$ cat src/hdl/cbde_pkg.sv
/*
  Constants, encodings and state types shared by the execution unit for the
  compare-skip-if-less, decimal adjust and decrement instructions.
  Assumes one 10 MHz quarter-cycle clock, four quarters per instruction cycle.
*/
package cbde_pkg;
  localparam int CLK_HZ = 10000000;
  localparam int Q_PER_CYCLE = 4;
  localparam int CYCLE_NS = Q_PER_CYCLE * (1000000000 / CLK_HZ);
  localparam logic [1:0] Q1 = 2'h0;
  localparam logic [1:0] Q2 = 2'h1;
  localparam logic [1:0] Q3 = 2'h2;
  localparam logic [1:0] Q4 = 2'h3;
  localparam logic [6:0] CMP_OPC = 7'h30;
  localparam logic [5:0] DEC_OPC = 6'h01;
  localparam logic [15:0] ADJ_WORD = 16'h0007;
  localparam int BANK_BIT = 8;
  localparam int DEST_BIT = 9;
  localparam logic [3:0] NIB_MAX = 4'h9;
  localparam logic [8:0] LO_ADJ = 9'h006;
  localparam logic [8:0] HI_ADJ = 9'h060;
  localparam logic [7:0] ACC_SPLIT = 8'h80;
  localparam logic [3:0] ACC_LO_BANK = 4'h0;
  localparam logic [3:0] ACC_HI_BANK = 4'hf;
  localparam logic [7:0] IDX_MAX = 8'h5f;
  localparam logic [7:0] VF_EDGE = 8'h80;
  localparam logic [7:0] ONE = 8'h01;
  localparam logic [7:0] ZERO = 8'h00;
  localparam logic [3:0] NIB_ZERO = 4'h0;
  typedef enum logic [1:0] {
    CBDE_EXEC = 2'b00,
    CBDE_SKIP_A = 2'b01,
    CBDE_SKIP_B = 2'b10
  } cbde_state_t;
  typedef enum logic [1:0] {
    CBDE_OP_NONE = 2'b00,
    CBDE_OP_CMP = 2'b01,
    CBDE_OP_ADJ = 2'b10,
    CBDE_OP_DEC = 2'b11
  } cbde_op_t;
endpackage

$ cat src/hdl/cbde_qphase.sv
/*
  Quarter-cycle sequencer: counts Q1..Q4 on every clock.
  Assumes a synchronised active-low reset from the parent.
*/
`timescale 1ns/100ps
module cbde_qphase (
  input wire logic mclk,
  input wire logic rst_n_sync,
  output logic [1:0] q_phase
);
  typedef struct packed {
    logic [1:0] q;
  } cbde_qstate_t;

  cbde_qstate_t s_reg;
  cbde_qstate_t s_next;

  always_comb begin
    s_next = s_reg;
    s_next.q = s_reg.q + 2'h1;
  end

  always_ff @(posedge mclk or negedge rst_n_sync) begin
    if (!rst_n_sync) begin
      s_reg <= '0;
    end else begin
      s_reg <= s_next;
    end
  end

  assign q_phase = s_reg.q;
endmodule

$ cat src/hdl/cbde_exec.sv
/*
  Execution unit for compare-skip-if-less, decimal adjust and decrement.
  Holds the working register and status flags; data memory is outside,
  read one clock after mem_re, written during Q4 with mem_we.
*/
`timescale 1ns/100ps
module cbde_exec (
  input wire logic mclk,
  input wire logic rstn,
  input wire logic [15:0] instr_word,
  input wire logic instr_valid,
  input wire logic next_two_word,
  input wire logic [3:0] bank_select_register,
  input wire logic ext_set_en,
  input wire logic [11:0] index_base,
  input wire logic [7:0] mem_rdata,
  output logic [1:0] q_phase,
  output logic [11:0] mem_addr,
  output logic mem_re,
  output logic mem_we,
  output logic [7:0] mem_wdata,
  output logic [7:0] working_register_file,
  output logic carry_flag,
  output logic digit_carry_flag,
  output logic negative_flag,
  output logic overflow_flag,
  output logic zero_flag,
  output logic skip_flush,
  output logic skip_idle
);
  typedef struct packed {
    cbde_pkg::cbde_state_t state;
    cbde_pkg::cbde_op_t op;
    logic [7:0] f;
    logic a;
    logic d;
    logic [11:0] addr;
    logic re;
    logic we;
    logic [7:0] wdata;
    logic [7:0] w;
    logic c;
    logic dcy;
    logic n;
    logic vf;
    logic z;
    logic [7:0] res;
    logic res_c;
    logic res_dcy;
    logic res_n;
    logic res_vf;
    logic res_z;
    logic less;
    logic flush;
    logic idle;
  } cbde_core_t;

  cbde_core_t r_reg;
  cbde_core_t r_next;
  logic [1:0] rst_sync_reg;
  logic rst_n_sync;
  logic [1:0] q;

  always_ff @(posedge mclk or negedge rstn) begin
    if (!rstn) begin
      rst_sync_reg <= 2'h0;
    end else begin
      rst_sync_reg <= {rst_sync_reg[0], 1'b1};
    end
  end
  assign rst_n_sync = rst_sync_reg[1];

  cbde_qphase u_qphase (
    .mclk(mclk),
    .rst_n_sync(rst_n_sync),
    .q_phase(q)
  );

  function automatic logic [11:0] phys_addr(input logic [7:0] f, input logic a,
                                            input logic [3:0] bank, input logic use_idx,
                                            input logic [11:0] base);
    if (a) begin
      phys_addr = {bank, f};
    end else if (use_idx && f <= cbde_pkg::IDX_MAX) begin
      phys_addr = base + {4'h0, f};
    end else if (f < cbde_pkg::ACC_SPLIT) begin
      phys_addr = {cbde_pkg::ACC_LO_BANK, f};
    end else begin
      phys_addr = {cbde_pkg::ACC_HI_BANK, f};
    end
  endfunction

  function automatic logic nib_over(input logic [3:0] nib);
    nib_over = nib > cbde_pkg::NIB_MAX;
  endfunction

  logic [8:0] adj_lo;
  logic [8:0] adj_hi;
  logic [7:0] dec_res;

  always_comb begin
    adj_lo = {1'b0, r_reg.w};
    if (nib_over(r_reg.w[3:0]) || r_reg.dcy) begin
      adj_lo = {1'b0, r_reg.w} + cbde_pkg::LO_ADJ;
    end
    adj_hi = adj_lo;
    if (nib_over(adj_lo[7:4]) || adj_lo[8] || r_reg.c) begin
      adj_hi = adj_lo + cbde_pkg::HI_ADJ;
    end
    dec_res = mem_rdata - cbde_pkg::ONE;
  end

  always_comb begin
    r_next = r_reg;
    r_next.re = 1'b0;
    r_next.we = 1'b0;
    r_next.flush = 1'b0;
    case (q)
      cbde_pkg::Q1: begin
        r_next.op = cbde_pkg::CBDE_OP_NONE;
        r_next.f = instr_word[7:0];
        r_next.a = instr_word[cbde_pkg::BANK_BIT];
        r_next.d = instr_word[cbde_pkg::DEST_BIT];
        if (r_reg.state == cbde_pkg::CBDE_EXEC && instr_valid) begin
          if (instr_word[15:9] == cbde_pkg::CMP_OPC) begin
            r_next.op = cbde_pkg::CBDE_OP_CMP;
            r_next.addr = phys_addr(instr_word[7:0], instr_word[cbde_pkg::BANK_BIT],
                                    bank_select_register, 1'b0, index_base);
            r_next.re = 1'b1;
          end else if (instr_word[15:10] == cbde_pkg::DEC_OPC) begin
            r_next.op = cbde_pkg::CBDE_OP_DEC;
            r_next.addr = phys_addr(instr_word[7:0], instr_word[cbde_pkg::BANK_BIT],
                                    bank_select_register, ext_set_en, index_base);
            r_next.re = 1'b1;
          end else if (instr_word == cbde_pkg::ADJ_WORD) begin
            r_next.op = cbde_pkg::CBDE_OP_ADJ;
          end
        end
      end
      cbde_pkg::Q2: begin
        r_next.less = 1'b0;
      end
      cbde_pkg::Q3: begin
        case (r_reg.op)
          cbde_pkg::CBDE_OP_CMP: begin
            r_next.less = mem_rdata < r_reg.w;
          end
          cbde_pkg::CBDE_OP_DEC: begin
            r_next.res = dec_res;
            r_next.res_c = mem_rdata != cbde_pkg::ZERO;
            r_next.res_dcy = mem_rdata[3:0] != cbde_pkg::NIB_ZERO;
            r_next.res_n = dec_res[7];
            r_next.res_vf = mem_rdata == cbde_pkg::VF_EDGE;
            r_next.res_z = dec_res == cbde_pkg::ZERO;
            r_next.we = r_reg.d;
            r_next.wdata = dec_res;
          end
          cbde_pkg::CBDE_OP_ADJ: begin
            r_next.res = adj_hi[7:0];
            r_next.res_c = adj_hi[8];
          end
          default: begin
            r_next.res = r_reg.res;
          end
        endcase
      end
      cbde_pkg::Q4: begin
        case (r_reg.op)
          cbde_pkg::CBDE_OP_DEC: begin
            if (!r_reg.d) begin
              r_next.w = r_reg.res;
            end
            r_next.c = r_reg.res_c;
            r_next.dcy = r_reg.res_dcy;
            r_next.n = r_reg.res_n;
            r_next.vf = r_reg.res_vf;
            r_next.z = r_reg.res_z;
          end
          cbde_pkg::CBDE_OP_ADJ: begin
            r_next.w = r_reg.res;
            r_next.c = r_reg.c | r_reg.res_c;
          end
          default: begin
            r_next.w = r_reg.w;
          end
        endcase
        case (r_reg.state)
          cbde_pkg::CBDE_EXEC: begin
            if (r_reg.op == cbde_pkg::CBDE_OP_CMP && r_reg.less) begin
              r_next.flush = 1'b1;
              r_next.state = next_two_word ? cbde_pkg::CBDE_SKIP_A
                                           : cbde_pkg::CBDE_SKIP_B;
            end
          end
          cbde_pkg::CBDE_SKIP_A: begin
            r_next.state = cbde_pkg::CBDE_SKIP_B;
          end
          cbde_pkg::CBDE_SKIP_B: begin
            r_next.state = cbde_pkg::CBDE_EXEC;
          end
          default: begin
            r_next.state = cbde_pkg::CBDE_EXEC;
          end
        endcase
        r_next.idle = r_next.state != cbde_pkg::CBDE_EXEC;
        r_next.op = cbde_pkg::CBDE_OP_NONE;
      end
      default: begin
        r_next.op = r_reg.op;
      end
    endcase
  end

  always_ff @(posedge mclk or negedge rst_n_sync) begin
    if (!rst_n_sync) begin
      r_reg <= '0;
    end else begin
      r_reg <= r_next;
    end
  end

  assign q_phase = q;
  assign mem_addr = r_reg.addr;
  assign mem_re = r_reg.re;
  assign mem_we = r_reg.we;
  assign mem_wdata = r_reg.wdata;
  assign working_register_file = r_reg.w;
  assign carry_flag = r_reg.c;
  assign digit_carry_flag = r_reg.dcy;
  assign negative_flag = r_reg.n;
  assign overflow_flag = r_reg.vf;
  assign zero_flag = r_reg.z;
  assign skip_flush = r_reg.flush;
  assign skip_idle = r_reg.idle;

  logic [4:0] flags;
  assign flags = {r_reg.c, r_reg.dcy, r_reg.n, r_reg.vf, r_reg.z};
endmodule

$ cat config.mk
export PLATFORM = sky130hd
export DESIGN_NAME = cbde_exec
export DESIGN_NICKNAME = d
export VERILOG_FILES = /design/src/hdl/cbde_pkg.sv /design/src/hdl/cbde_qphase.sv /design/src/hdl/cbde_exec.sv
export SDC_FILE = /design/constraint.sdc
export NUM_CORES = 1
export LEC_CHECK = 0
export ABC_CLOCK_PERIOD_IN_PS = 2200
export BUFFER_PORTS_ARGS = -buffer_cell sky130_fd_sc_hd__buf_2
export CORE_MARGIN = 4
export CORE_UTILIZATION = 40
export CTS_CLUSTER_DIAMETER = 200
export CTS_CLUSTER_SIZE = 10
export DETAILED_ROUTE_END_ITERATION = 10
export PLACE_DENSITY = 0.59
export SLEW_MARGIN = 20
export SYNTH_ARGS = -nofsm -noshare
export SYNTH_HDL_FRONTEND = slang
export SYNTH_SLANG_ARGS = --single-unit
$ cat constraint.sdc
create_clock -name mclk -period 2.2 [get_ports mclk]
set_clock_uncertainty 0.15 [all_clocks]
set_input_delay 0.44 -clock mclk [delete_from_list [all_inputs] [get_ports mclk]]
set_output_delay 0.44 -clock mclk [all_outputs]
set_load 0.02 [all_outputs]
==> results of run 1 <==
stage by stage:
stage	instances	utilization, %	total power, mW
floorplan	388	-	1.43
global placement	578	49.1	1.58
detailed placement	578	49.1	1.59
CTS	595	51.3	2.49
global route	597	51.8	2.61
finish	597	51.8	2.47
cell families (layout without fill, tap and decap cells):
logic type               Yosys count  after routing  share of synthesized area (%)
buffers and inverters             57            158                           8.69
XOR/XNOR                          19             19                           4.53
adder cells (fa/ha/maj)           25             25                           8.73
AO/OA/AOI/OAI                     99             99                           17.1
other                              1              1                          0.102
AND/OR/NAND/NOR                  105            105                           13.8
multiplexers                      23             23                           6.88
flip-flops                        59             59                           40.2
power breakdown:
part / leakage, nW / internal, mW / total, mW / switching, mW
combinational: 1.40 / 0.202 / 0.428 / 0.227
clock: 0.0953 / 0.491 / 0.893 / 0.402
sequential: 0.734 / 1.12 / 1.15 / 0.0313
total: 2.23 / 1.81 / 2.47 / 0.660
path summary, 6_finish.rpt:
check,end,slack (ps),cells past startpoint
worst min register to register,r_reg[51]$_DFFE_PN0P_,120,0
min in group mclk,r_reg[63]$_DFFE_PN0P_,180,3
worst max-delay path,r_reg[15]$_DFFE_PN0P_,-10,8
worst max register to register,r_reg[15]$_DFFE_PN0P_,-10,8
worst min-delay path,r_reg[51]$_DFFE_PN0P_,120,0
max in group asynchronous,zero_flag$_DFFE_PN0P_,1210,1
per-layer routing:
| metal | up-vias | global-route usage (%) | routed length (um) | share of wire [%] |
|---|---|---|---|---|
| met3 | 15 | 4.10 | 516 | 5.8 |
| li1 | 1542 | - | - | - |
| met1 | 1429 | 22.3 | 4010 | 45 |
| met5 | - | 0 | 0 | 0 |
| met2 | 97 | 26.6 | 4150 | 47 |
| met4 | 0 | 7.88 | 206 | 2.3 |
critical path, stage by stage (launching register included):
cell and delay, ps:
dfrtp_2 370, inv_2 50, ha_4 150, nand2b_4 140
nor4_4 270, mux2_4 350, a31o_4 220, xnor2_1 120
a221o_1 280
timing repair:
item                                    CTS  global route
hold buffers                              1             0
pin swaps                                 0             8
setup buffers                             1             2
resized for setup                         0             5
hold endpoints to repair                  2             0
endpoints found under the setup margin    2             4
cloned                                    0             0
final cells by class:
| class | count | area (um^2) | share of cell area [%] |
|---|---|---|---|
| Multi-Input combinational cell | 272 | 1960 | 42.9 |
| Sequential cell | 59 | 1480 | 32.4 |
| Timing Repair Buffer | 124 | 738 | 16.2 |
| Clock buffer | 13 | 169 | 3.70 |
| Tap cell | 108 | 135 | 2.96 |
| Inverter | 19 | 71.3 | 1.56 |
| Clock inverter | 2 | 10.0 | 0.219 |
cells in the final DEF (no fill, tap or decap), types with 16 or more instances in the layout:
cell / synthesis / final
a21oi_1: 22 / 20
nand2_1: 43 / 43
mux2_2: 16 / 16
nor2_1: 26 / 26
dfrtp_1: 59 / 56
buf_4: 28 / 39
inv_1: 19 / 17
ha_1: 24 / 22
o21ai_0: 35 / 33
buf_2: 0 / 83
==> results by group, run 1 <==
Outcome
  – Status: finished, violations left
  – Violated checks: negative setup slack

Synth
  – Commonest cells in the netlist: dfrtp_1, nand2_1, o21ai_0, buf_4, nor2_1
  – Ys Warns: 0
  – Mean Syn Cell Area: 9.46 um^2
  – Synth Net Count: about 460
  – Cell variety after synth: 54
  – Synth top area cells: dfrtp_1, ha_1, buf_4, mux2_2, o21ai_0
  – Area share of the largest cell type after synthesis: 40.2%
  – Most numerous cell in the Yosys netlist: dfrtp_1
  – Async set-reset flop share out of synthesis: 100%
  – Largest area contributor in the netlist: dfrtp_1
  – Synth Flop Type: dfrtp_1
  – Number of synthesized flops with an enable pin: 0
  – Post-synthesis sequential area ratio: ~40%
  – Seq cells post-synth: 59
  – Synth Cell Area: approximately 3700 um^2
  – Cell count after synthesis: between 300 and 400

Global route
  – Number of global-route vias before repair: around 3100
  – Tot GR Track Use: 17.1%
  – Largest net degree at the start of global routing: 34
  – GRT overflow: 0
  – Initial antenna violation count: 0
  – Global-route wire length before repair: about 15 mm

Routing
  – WL final: about 8.9 mm
  – Vias per cell: 5.16
  – Iter 0 DRT Violations: roughly 110
  – Via count: ~3000
  – Drc violations: 0
  – Drt first pass iters: 4
  – Routed WL per cell: between 10 and 15 um
  – Post-route ant nets: 0

Clock network
  – CTS root buf: clkbuf_8
  – Max clock buf depth: 2
  – # clock sinks: 59
  – Clk pin slew, worst setup/hold paths: 70 ps
  – Clock latency on the worst-skew pair: 330 ps
  – CTS tree: built
  – Inserted Clock Buffers: 9
  – CTS H-tree lvls: 3

Power
  – Power per Cell Area: approximately 540 nW/um^2
  – Peak supply drop: between 0.15 and 0.2 mV
  – P_leak: around 2.2 nW

STA
  – Max Slew Vio Count: 0
  – WHS: between 100 and 150 ps
  – RSZ-0062 raised after global routing: yes
  – Period utilisation layout: 101%
  – Setup-failing EPs final: 2
  – Final hold violations: 0
  – Maximum clock frequency: between 400 and 500 MHz
  – Worst slew margin: approximately three fifths
  – Fin worst setup slack: -12.8 ps
  – Worst Tran Pin Value: roughly 580 ps
  – Fin crit period: ~2200 ps
  – Final TNS setup: -18.3 ps

Final layout
  – Fillcell total: 837
  – Fraction of layout cells with a size suffix above 1: a little over a third
  – Nets: between 500 and 600
  – Post-route design area: 4560 um^2
  – # diodes: 0
  – Number of flip-flops in the largest register: 18
  – Layout area overhead: 24.3%

Placed design
  – Gpl congestion: approximately 0.87
  – Port Buffers: between 80 and 90
  – HPWL Detailed: 7.13 mm
  – Setup WS pre-CTS: -255 ps
  – Placed Area: 4320 um^2

Critical path
  – Crit start category: flop
  – Crit path max fanout: 2
  – Critical path origin: working_register_file[2]$_DFFE_PN0P_
  – Data required, critical path: about 2300 ps
  – Crit path DAT: 2280 ps
  – RR Startpoint: working_register_file[2]$_DFFE_PN0P_
  – CP endpoint kind: flop
  – Setup CP Type: reg2reg

Floorplan
  – Core ar.: approximately 9000 um^2
  – Initial core utilization: 41.7%
  – DIE AREA: about 11000 um^2
  – Die Ht: about 100 um
  – I/O Pins: 84
  – Row count: 34
  – Die width: 104 um

Run
  – MaxCap Viol Count: 0

Hold path
  – Worst Hold Class: reg2async
(Power assumes the default switching activity.)
==> run 2, diff against run 1 <==
Settings changed: ABC_CLOCK_PERIOD_IN_PS 2200 to default, SKIP_LAST_GASP from default to 1.
==> run 2 against run 1 <==
- the flow still finishes with violations (negative setup slack)
- clock power is essentially flat
- final area barely moved
- clock-buffer cell count stayed put
- sequential share of layout area hardly changed
- total power is essentially flat
- critical endpoint unchanged
- largest power group unchanged
- highest routed layer unchanged
==> results by group, run 2 (synthesized netlist as in run 1, its figures left out) <==
Hold path
  – Worst Hold Class: reg2async

Outcome
  – Violated checks: negative setup slack
  – Status: finished, violations left

Clock network
  – CTS root buf: clkbuf_8
  – # clock sinks: between 50 and 60
  – Clk pin slew, worst setup/hold paths: 70 ps
  – CTS tree: built
  – Clock latency on the worst-skew pair: ~330 ps
  – CTS H-tree lvls: 3
  – Max clock buf depth: 2
  – Inserted Clock Buffers: 9

Power
  – P_int: between 1.5 and 2 mW
  – Clock power frac: a little over a third
  – Power per Cell Area: 542 nW/um^2
  – Register share of total power: 46.6%
  – Power, Total: 2.47 mW
  – Combinational power share: 17.3%
  – Switching power: between 600 and 700 uW
  – P_leak: about 2.2 nW
  – Peak supply drop: around 0.19 mV
  – Sw Ratio: about a quarter

Floorplan
  – Initial core utilization: around two fifths
  – Core ar.: between 8000 and 9000 um^2
  – DIE AREA: ~11000 um^2
  – Die width: 104 um
  – Die Ht: ~100 um
  – Row count: 34
  – I/O Pins: between 80 and 90

Critical path
  – Critical R2R Capture: r_reg[15]$_DFFE_PN0P_
  – Crit path DAT: 2290 ps
  – CP endpoint kind: flop
  – Crit path max fanout: 2
  – RR Startpoint: working_register_file[2]$_DFFE_PN0P_
  – Crit start category: flop
  – FF-to-FF path depth: 8
  – Data required, critical path: between 2000 and 2500 ps
  – R2R Setup Slk: -10 ps
  – Setup CP Type: reg2reg

Final layout
  – Most frequent cells in the layout: buf_2, dfrtp_1, nand2_1, buf_4, o21ai_0
  – # diodes: 0
  – Fraction of layout cells with a size suffix above 1: between 30% and 40%
  – Fin util: 51.8%
  – Fin cells: 597
  – Leading cell type in the layout, fill and taps excluded: buf_2
  – Nets: 555
  – Number of flip-flops in the largest register: 18
  – Layout area overhead: 24.2%

STA
  – Period utilisation layout: 101%
  – Worst slew margin: between 60 and 70%
  – Fin worst setup slack: -12.5 ps
  – Final hold violations: 0
  – Maximum clock frequency: approximately 450 MHz
  – RSZ-0062 raised after global routing: yes
  – Final TNS setup: -17.9 ps
  – Fin crit period: between 2000 and 2500 ps
  – Worst Tran Pin Value: roughly 580 ps
  – Max Slew Vio Count: 0
  – Setup-failing EPs final: 2

Routing
  – Routed WL per cell: 14.9 um
  – Drt first pass iters: 6
  – Post-route ant nets: 0
  – Vias per cell: between 5 and 6
  – WL final: ~9 mm
  – Via count: around 3100
  – Iter 0 DRT Violations: 107
  – Drc violations: 0

Global route
  – Number of global-route vias before repair: roughly 3100
  – GRT overflow: 0
  – Most Crowded Layer GR: met2
  – Largest net degree at the start of global routing: 34
  – Met1 GRT Util: roughly 22%
  – GR Util met3: under 10%
  – Tot GR Track Use: 17.1%
  – Global-route wire length before repair: around 15 mm
  – GR Util met2: approximately a quarter
  – Initial antenna violation count: 0

Placed design
  – Placed cells: about 580
  – Port Buffers: 83
  – HPWL Detailed: roughly 7.1 mm
  – Gpl congestion: approximately 0.87

Run
  – MaxCap Viol Count: 0
## run 2: per-stage QoR
step / worst slack [ps] / cell area (um^2) / hold slack, ps
CTS: -32.4 / 4520 / 150
global route: -153 / 4560 / 182
floorplan: -59.8 / 3730 / -5.59
finish: -12.5 / 4560 / 120
detailed placement: -255 / 4320 / 82.4
global placement: -214 / 4320 / 75.5
## run 2: cell type report
class                      count  area [um^2]
clock buffer                  13          169
multi-input combinational    272         1950
sequential                    59         1480
clock inverter                 2         10.0
tap                          108          135
fill                         838         4250
timing repair buffer         124          738
inverter                      19         71.3
## run 2: worst max-delay path by stage
stage | slack, ps | end | from
final | -10 | r_reg[15]$_DFFE_PN0P_ | working_register_file[2]$_DFFE_PN0P_
after CTS | -30 | r_reg[15]$_DFFE_PN0P_ | working_register_file[2]$_DFFE_PN0P_
after floorplan | -60 | r_reg[15]$_DFFE_PN0P_ | working_register_file[2]$_DFFE_PN0P_
after global placement | -210 | mem_addr[10]$_DFFE_PN0P_ | instr_word[0]
after global routing | -150 | r_reg[14]$_DFFE_PN0P_ | working_register_file[1]$_DFFE_PN0P_
after detailed placement | -260 | mem_addr[10]$_DFFE_PN0P_ | instr_word[0]
## run 2: per-layer routing
layer,share of wire [%],up-vias
met5,0,-
met4,2.3,0
met3,5.6,15
met2,47,92
met1,46,1430
li1,-,1543
## run 2: power groups by stage
stage          logic, mW  clock network [mW]  registers [mW]
6_report           0.428               0.892            1.15
2_1_floorplan      0.255                   0            1.17
3_3_place_gp       0.410                   0            1.17
5_1_grt            0.478               0.974            1.16
3_5_place_dp       0.416                   0            1.17
4_1_cts            0.420               0.918            1.15
## run 2: critical path: stages, from the launching register on
cell      delay, ps
dfrtp_2         370
inv_2            50
ha_4            150
nand2b_4        140
nor4_4          270
mux2_4          350
a31o_4          220
xnor2_1         120
a221o_1         280
## run 2: timing repair
item | 4_1_cts | 5_1_grt
pin swaps | 0 | 8
hold buffers | 1 | 0
hold endpoints to repair | 2 | 0
resized for setup | 0 | 4
setup buffers | 1 | 2
setup endpoints to repair | 2 | 4
==> run 3, diff against run 2 <==
Settings changed: SYNTH_HIERARCHICAL from default to 1.
==> run 3 against run 2 <==
- the flow still finishes with violations (negative setup slack)
- sequential cell count unchanged
- worst hold slack better by 17 ps
- sequential power is essentially flat
- critical path type unchanged
- critical endpoint is now r_reg[14]$_DFFE_PN0P_
==> results by group, run 3 <==
Outcome
  – Status: finished, violations left
  – Violated checks: negative setup slack

Placed design
  – HPWL Detailed: between 7 and 8 mm
  – Setup WS pre-CTS: -164 ps
  – Port Buffers: just over 80
  – Placed Area: ~4400 um^2
  – Placed cells: around 600
  – Gpl congestion: roughly 0.91

Critical path
  – CP endpoint kind: flop
  – Data required, critical path: 2300 ps
  – Crit path DAT: 2390 ps
  – Setup CP Type: reg2reg
  – Crit path max fanout: 4
  – Crit start category: flop

Synth
  – Async set-reset flop share out of synthesis: 100%
  – Synth top area cells: dfrtp_1, ha_1, buf_4, nand2_1, mux2_2
  – Commonest cells in the netlist: dfrtp_1, nand2_1, nor2_1, buf_4, o21ai_0
  – Synth Cell Area: 3710 um^2
  – Mean Syn Cell Area: 9.22 um^2
  – Cell variety after synth: 50
  – Cell count after synthesis: 402
  – Most numerous cell in the Yosys netlist: dfrtp_1
  – Ys Warns: 6
  – Largest area contributor in the netlist: dfrtp_1
  – Synth Flop Type: dfrtp_1
  – Synth Net Count: 472
  – Area share of the largest cell type after synthesis: 39.8%
  – Post-synthesis sequential area ratio: roughly two fifths
  – Seq cells post-synth: 59
  – Number of synthesized flops with an enable pin: 0

Routing
  – Drt first pass iters: 4
  – Iter 0 DRT Violations: 108
  – WL final: between 9 and 10 mm
  – Via count: 3247
  – Drc violations: 0
  – Post-route ant nets: 0
  – Routed WL per cell: 14.7 um
  – Vias per cell: roughly 5.2

STA
  – RSZ-0062 raised after global routing: yes
  – Final TNS setup: -312 ps
  – Period utilisation layout: 104%
  – Final hold violations: 0
  – Fin crit period: between 2000 and 2500 ps
  – Setup-failing EPs final: 4
  – Fin worst setup slack: -95.0 ps
  – Maximum clock frequency: 436 MHz
  – Max Slew Vio Count: 0

Global route
  – Largest net degree at the start of global routing: 28
  – Number of global-route vias before repair: about 3300
  – GRT overflow: 0
  – Global-route wire length before repair: about 16 mm
  – Tot GR Track Use: between 10% and 20%
  – Initial antenna violation count: 0

Clock network
  – # clock sinks: a little under 60
  – CTS tree: built
  – Clock latency on the worst-skew pair: approximately 340 ps
  – Max clock buf depth: 2
  – Inserted Clock Buffers: 9
  – Clk pin slew, worst setup/hold paths: approximately 70 ps
  – CTS H-tree lvls: 3
  – CTS root buf: clkbuf_8

Hold path
  – Worst Hold Class: reg2async

Final layout
  – Layout area overhead: 24.6%
  – Most frequent cells in the layout: buf_2, dfrtp_1, nand2_1, buf_4, nor2_1
  – Fin cells: just over 600
  – Fraction of layout cells with a size suffix above 1: 33.9%
  – Post-route design area: between 4000 and 5000 um^2
  – # diodes: 0
  – Leading cell type in the layout, fill and taps excluded: buf_2
  – Nets: slightly below 600
  – Number of flip-flops in the largest register: 18

Floorplan
  – Die Ht: about 100 um
  – Initial core utilization: a little over two fifths
  – Die width: around 100 um
  – DIE AREA: approximately 11000 um^2
  – Row count: 34
  – Core ar.: approximately 8800 um^2
  – I/O Pins: 84

Power
  – Power, Total: between 2 and 2.5 mW
  – Peak supply drop: ~0.28 mV
  – Power per Cell Area: between 500 and 600 nW/um^2
  – P_leak: about 2.3 nW

Run
  – MaxCap Viol Count: 0
## run 3: critical path, stage by stage, from the launching register on
cell and delay [ps]:
dfrtp_1 410, buf_4 160, or4b_4 550, or2_4 260
o221ai_4 210, mux2_4 320, o211ai_1 150
## run 3: worst paths after layout
kind                                                       from  cells past startpoint                  endpoint  slack, ps
setup reg to reg           working_register_file[2]$_DFFE_PN0P_                      6     r_reg[14]$_DFFE_PN0P_        -90
setup / recovery           working_register_file[2]$_DFFE_PN0P_                      6     r_reg[14]$_DFFE_PN0P_        -90
hold reg to reg                       rst_sync_reg[1]$_DFF_PN0_                      1  mem_wdata[1]$_DFFE_PN0P_        140
min in group mclk                                 next_two_word                      3     r_reg[63]$_DFFE_PN0P_        200
max in group asynchronous             rst_sync_reg[1]$_DFF_PN0_                      1   mem_addr[3]$_DFFE_PN0P_       1170
hold / removal                        rst_sync_reg[1]$_DFF_PN0_                      1  mem_wdata[1]$_DFFE_PN0P_        140
## run 3: power breakdown
| group | internal (mW) | switching (mW) | total, mW | leakage (nW) |
|---|---|---|---|---|
| Clock | 0.436 | 0.446 | 0.882 | 0.0843 |
| Combinational | 0.210 | 0.247 | 0.457 | 1.45 |
| Sequential | 1.12 | 0.0226 | 1.14 | 0.724 |
## run 3: area by class of cell
class	instances	area, um^2
Fill cell	902	4230
Multi-Input combinational cell	286	1950
Sequential cell	59	1480
Timing Repair Buffer	133	800
Clock buffer	10	138
Tap cell	108	135
Inverter	20	75.1
Clock inverter	6	41.3
## run 3: repair_timing
item                                   in CTS  in global routing
cloned                                      0                  0
gates resized for setup                     2                  1
endpoints found under the hold margin       7                  0
pin swaps                                   1                  0
hold buffers                                2                  0
setup endpoints to repair                   4                  4
buffers inserted                            1                  0
## run 3: cells by family after synthesis
logic type	synth area share, %
buffers and inverters	8.64
DFF	39.8
adders and majority gates	8.64
and+or+nand+nor	15.9
other	0.101
xor gates and xnor gates	4.49
AOI/OAI and AO/OA	17.0
muxes	5.37
## run 3: metrics by stage
stage,util (%),hold slack [ps]
after global routing,52.2,187
final,52.2,137
after detailed placement,49.7,-67.0
after CTS,52.1,150
after floorplan,-,-5.59
after global placement,49.7,-69.5
## run 3: routing by layer
layer / vias to the layer above / track usage [%] / share of wire (%)
met5: - / 0 / 0
met4: 0 / 7.22 / 2.7
met3: 21 / 5.21 / 5.6
met2: 87 / 29.5 / 48
met1: 1528 / 20.9 / 44
li1: 1611 / - / -
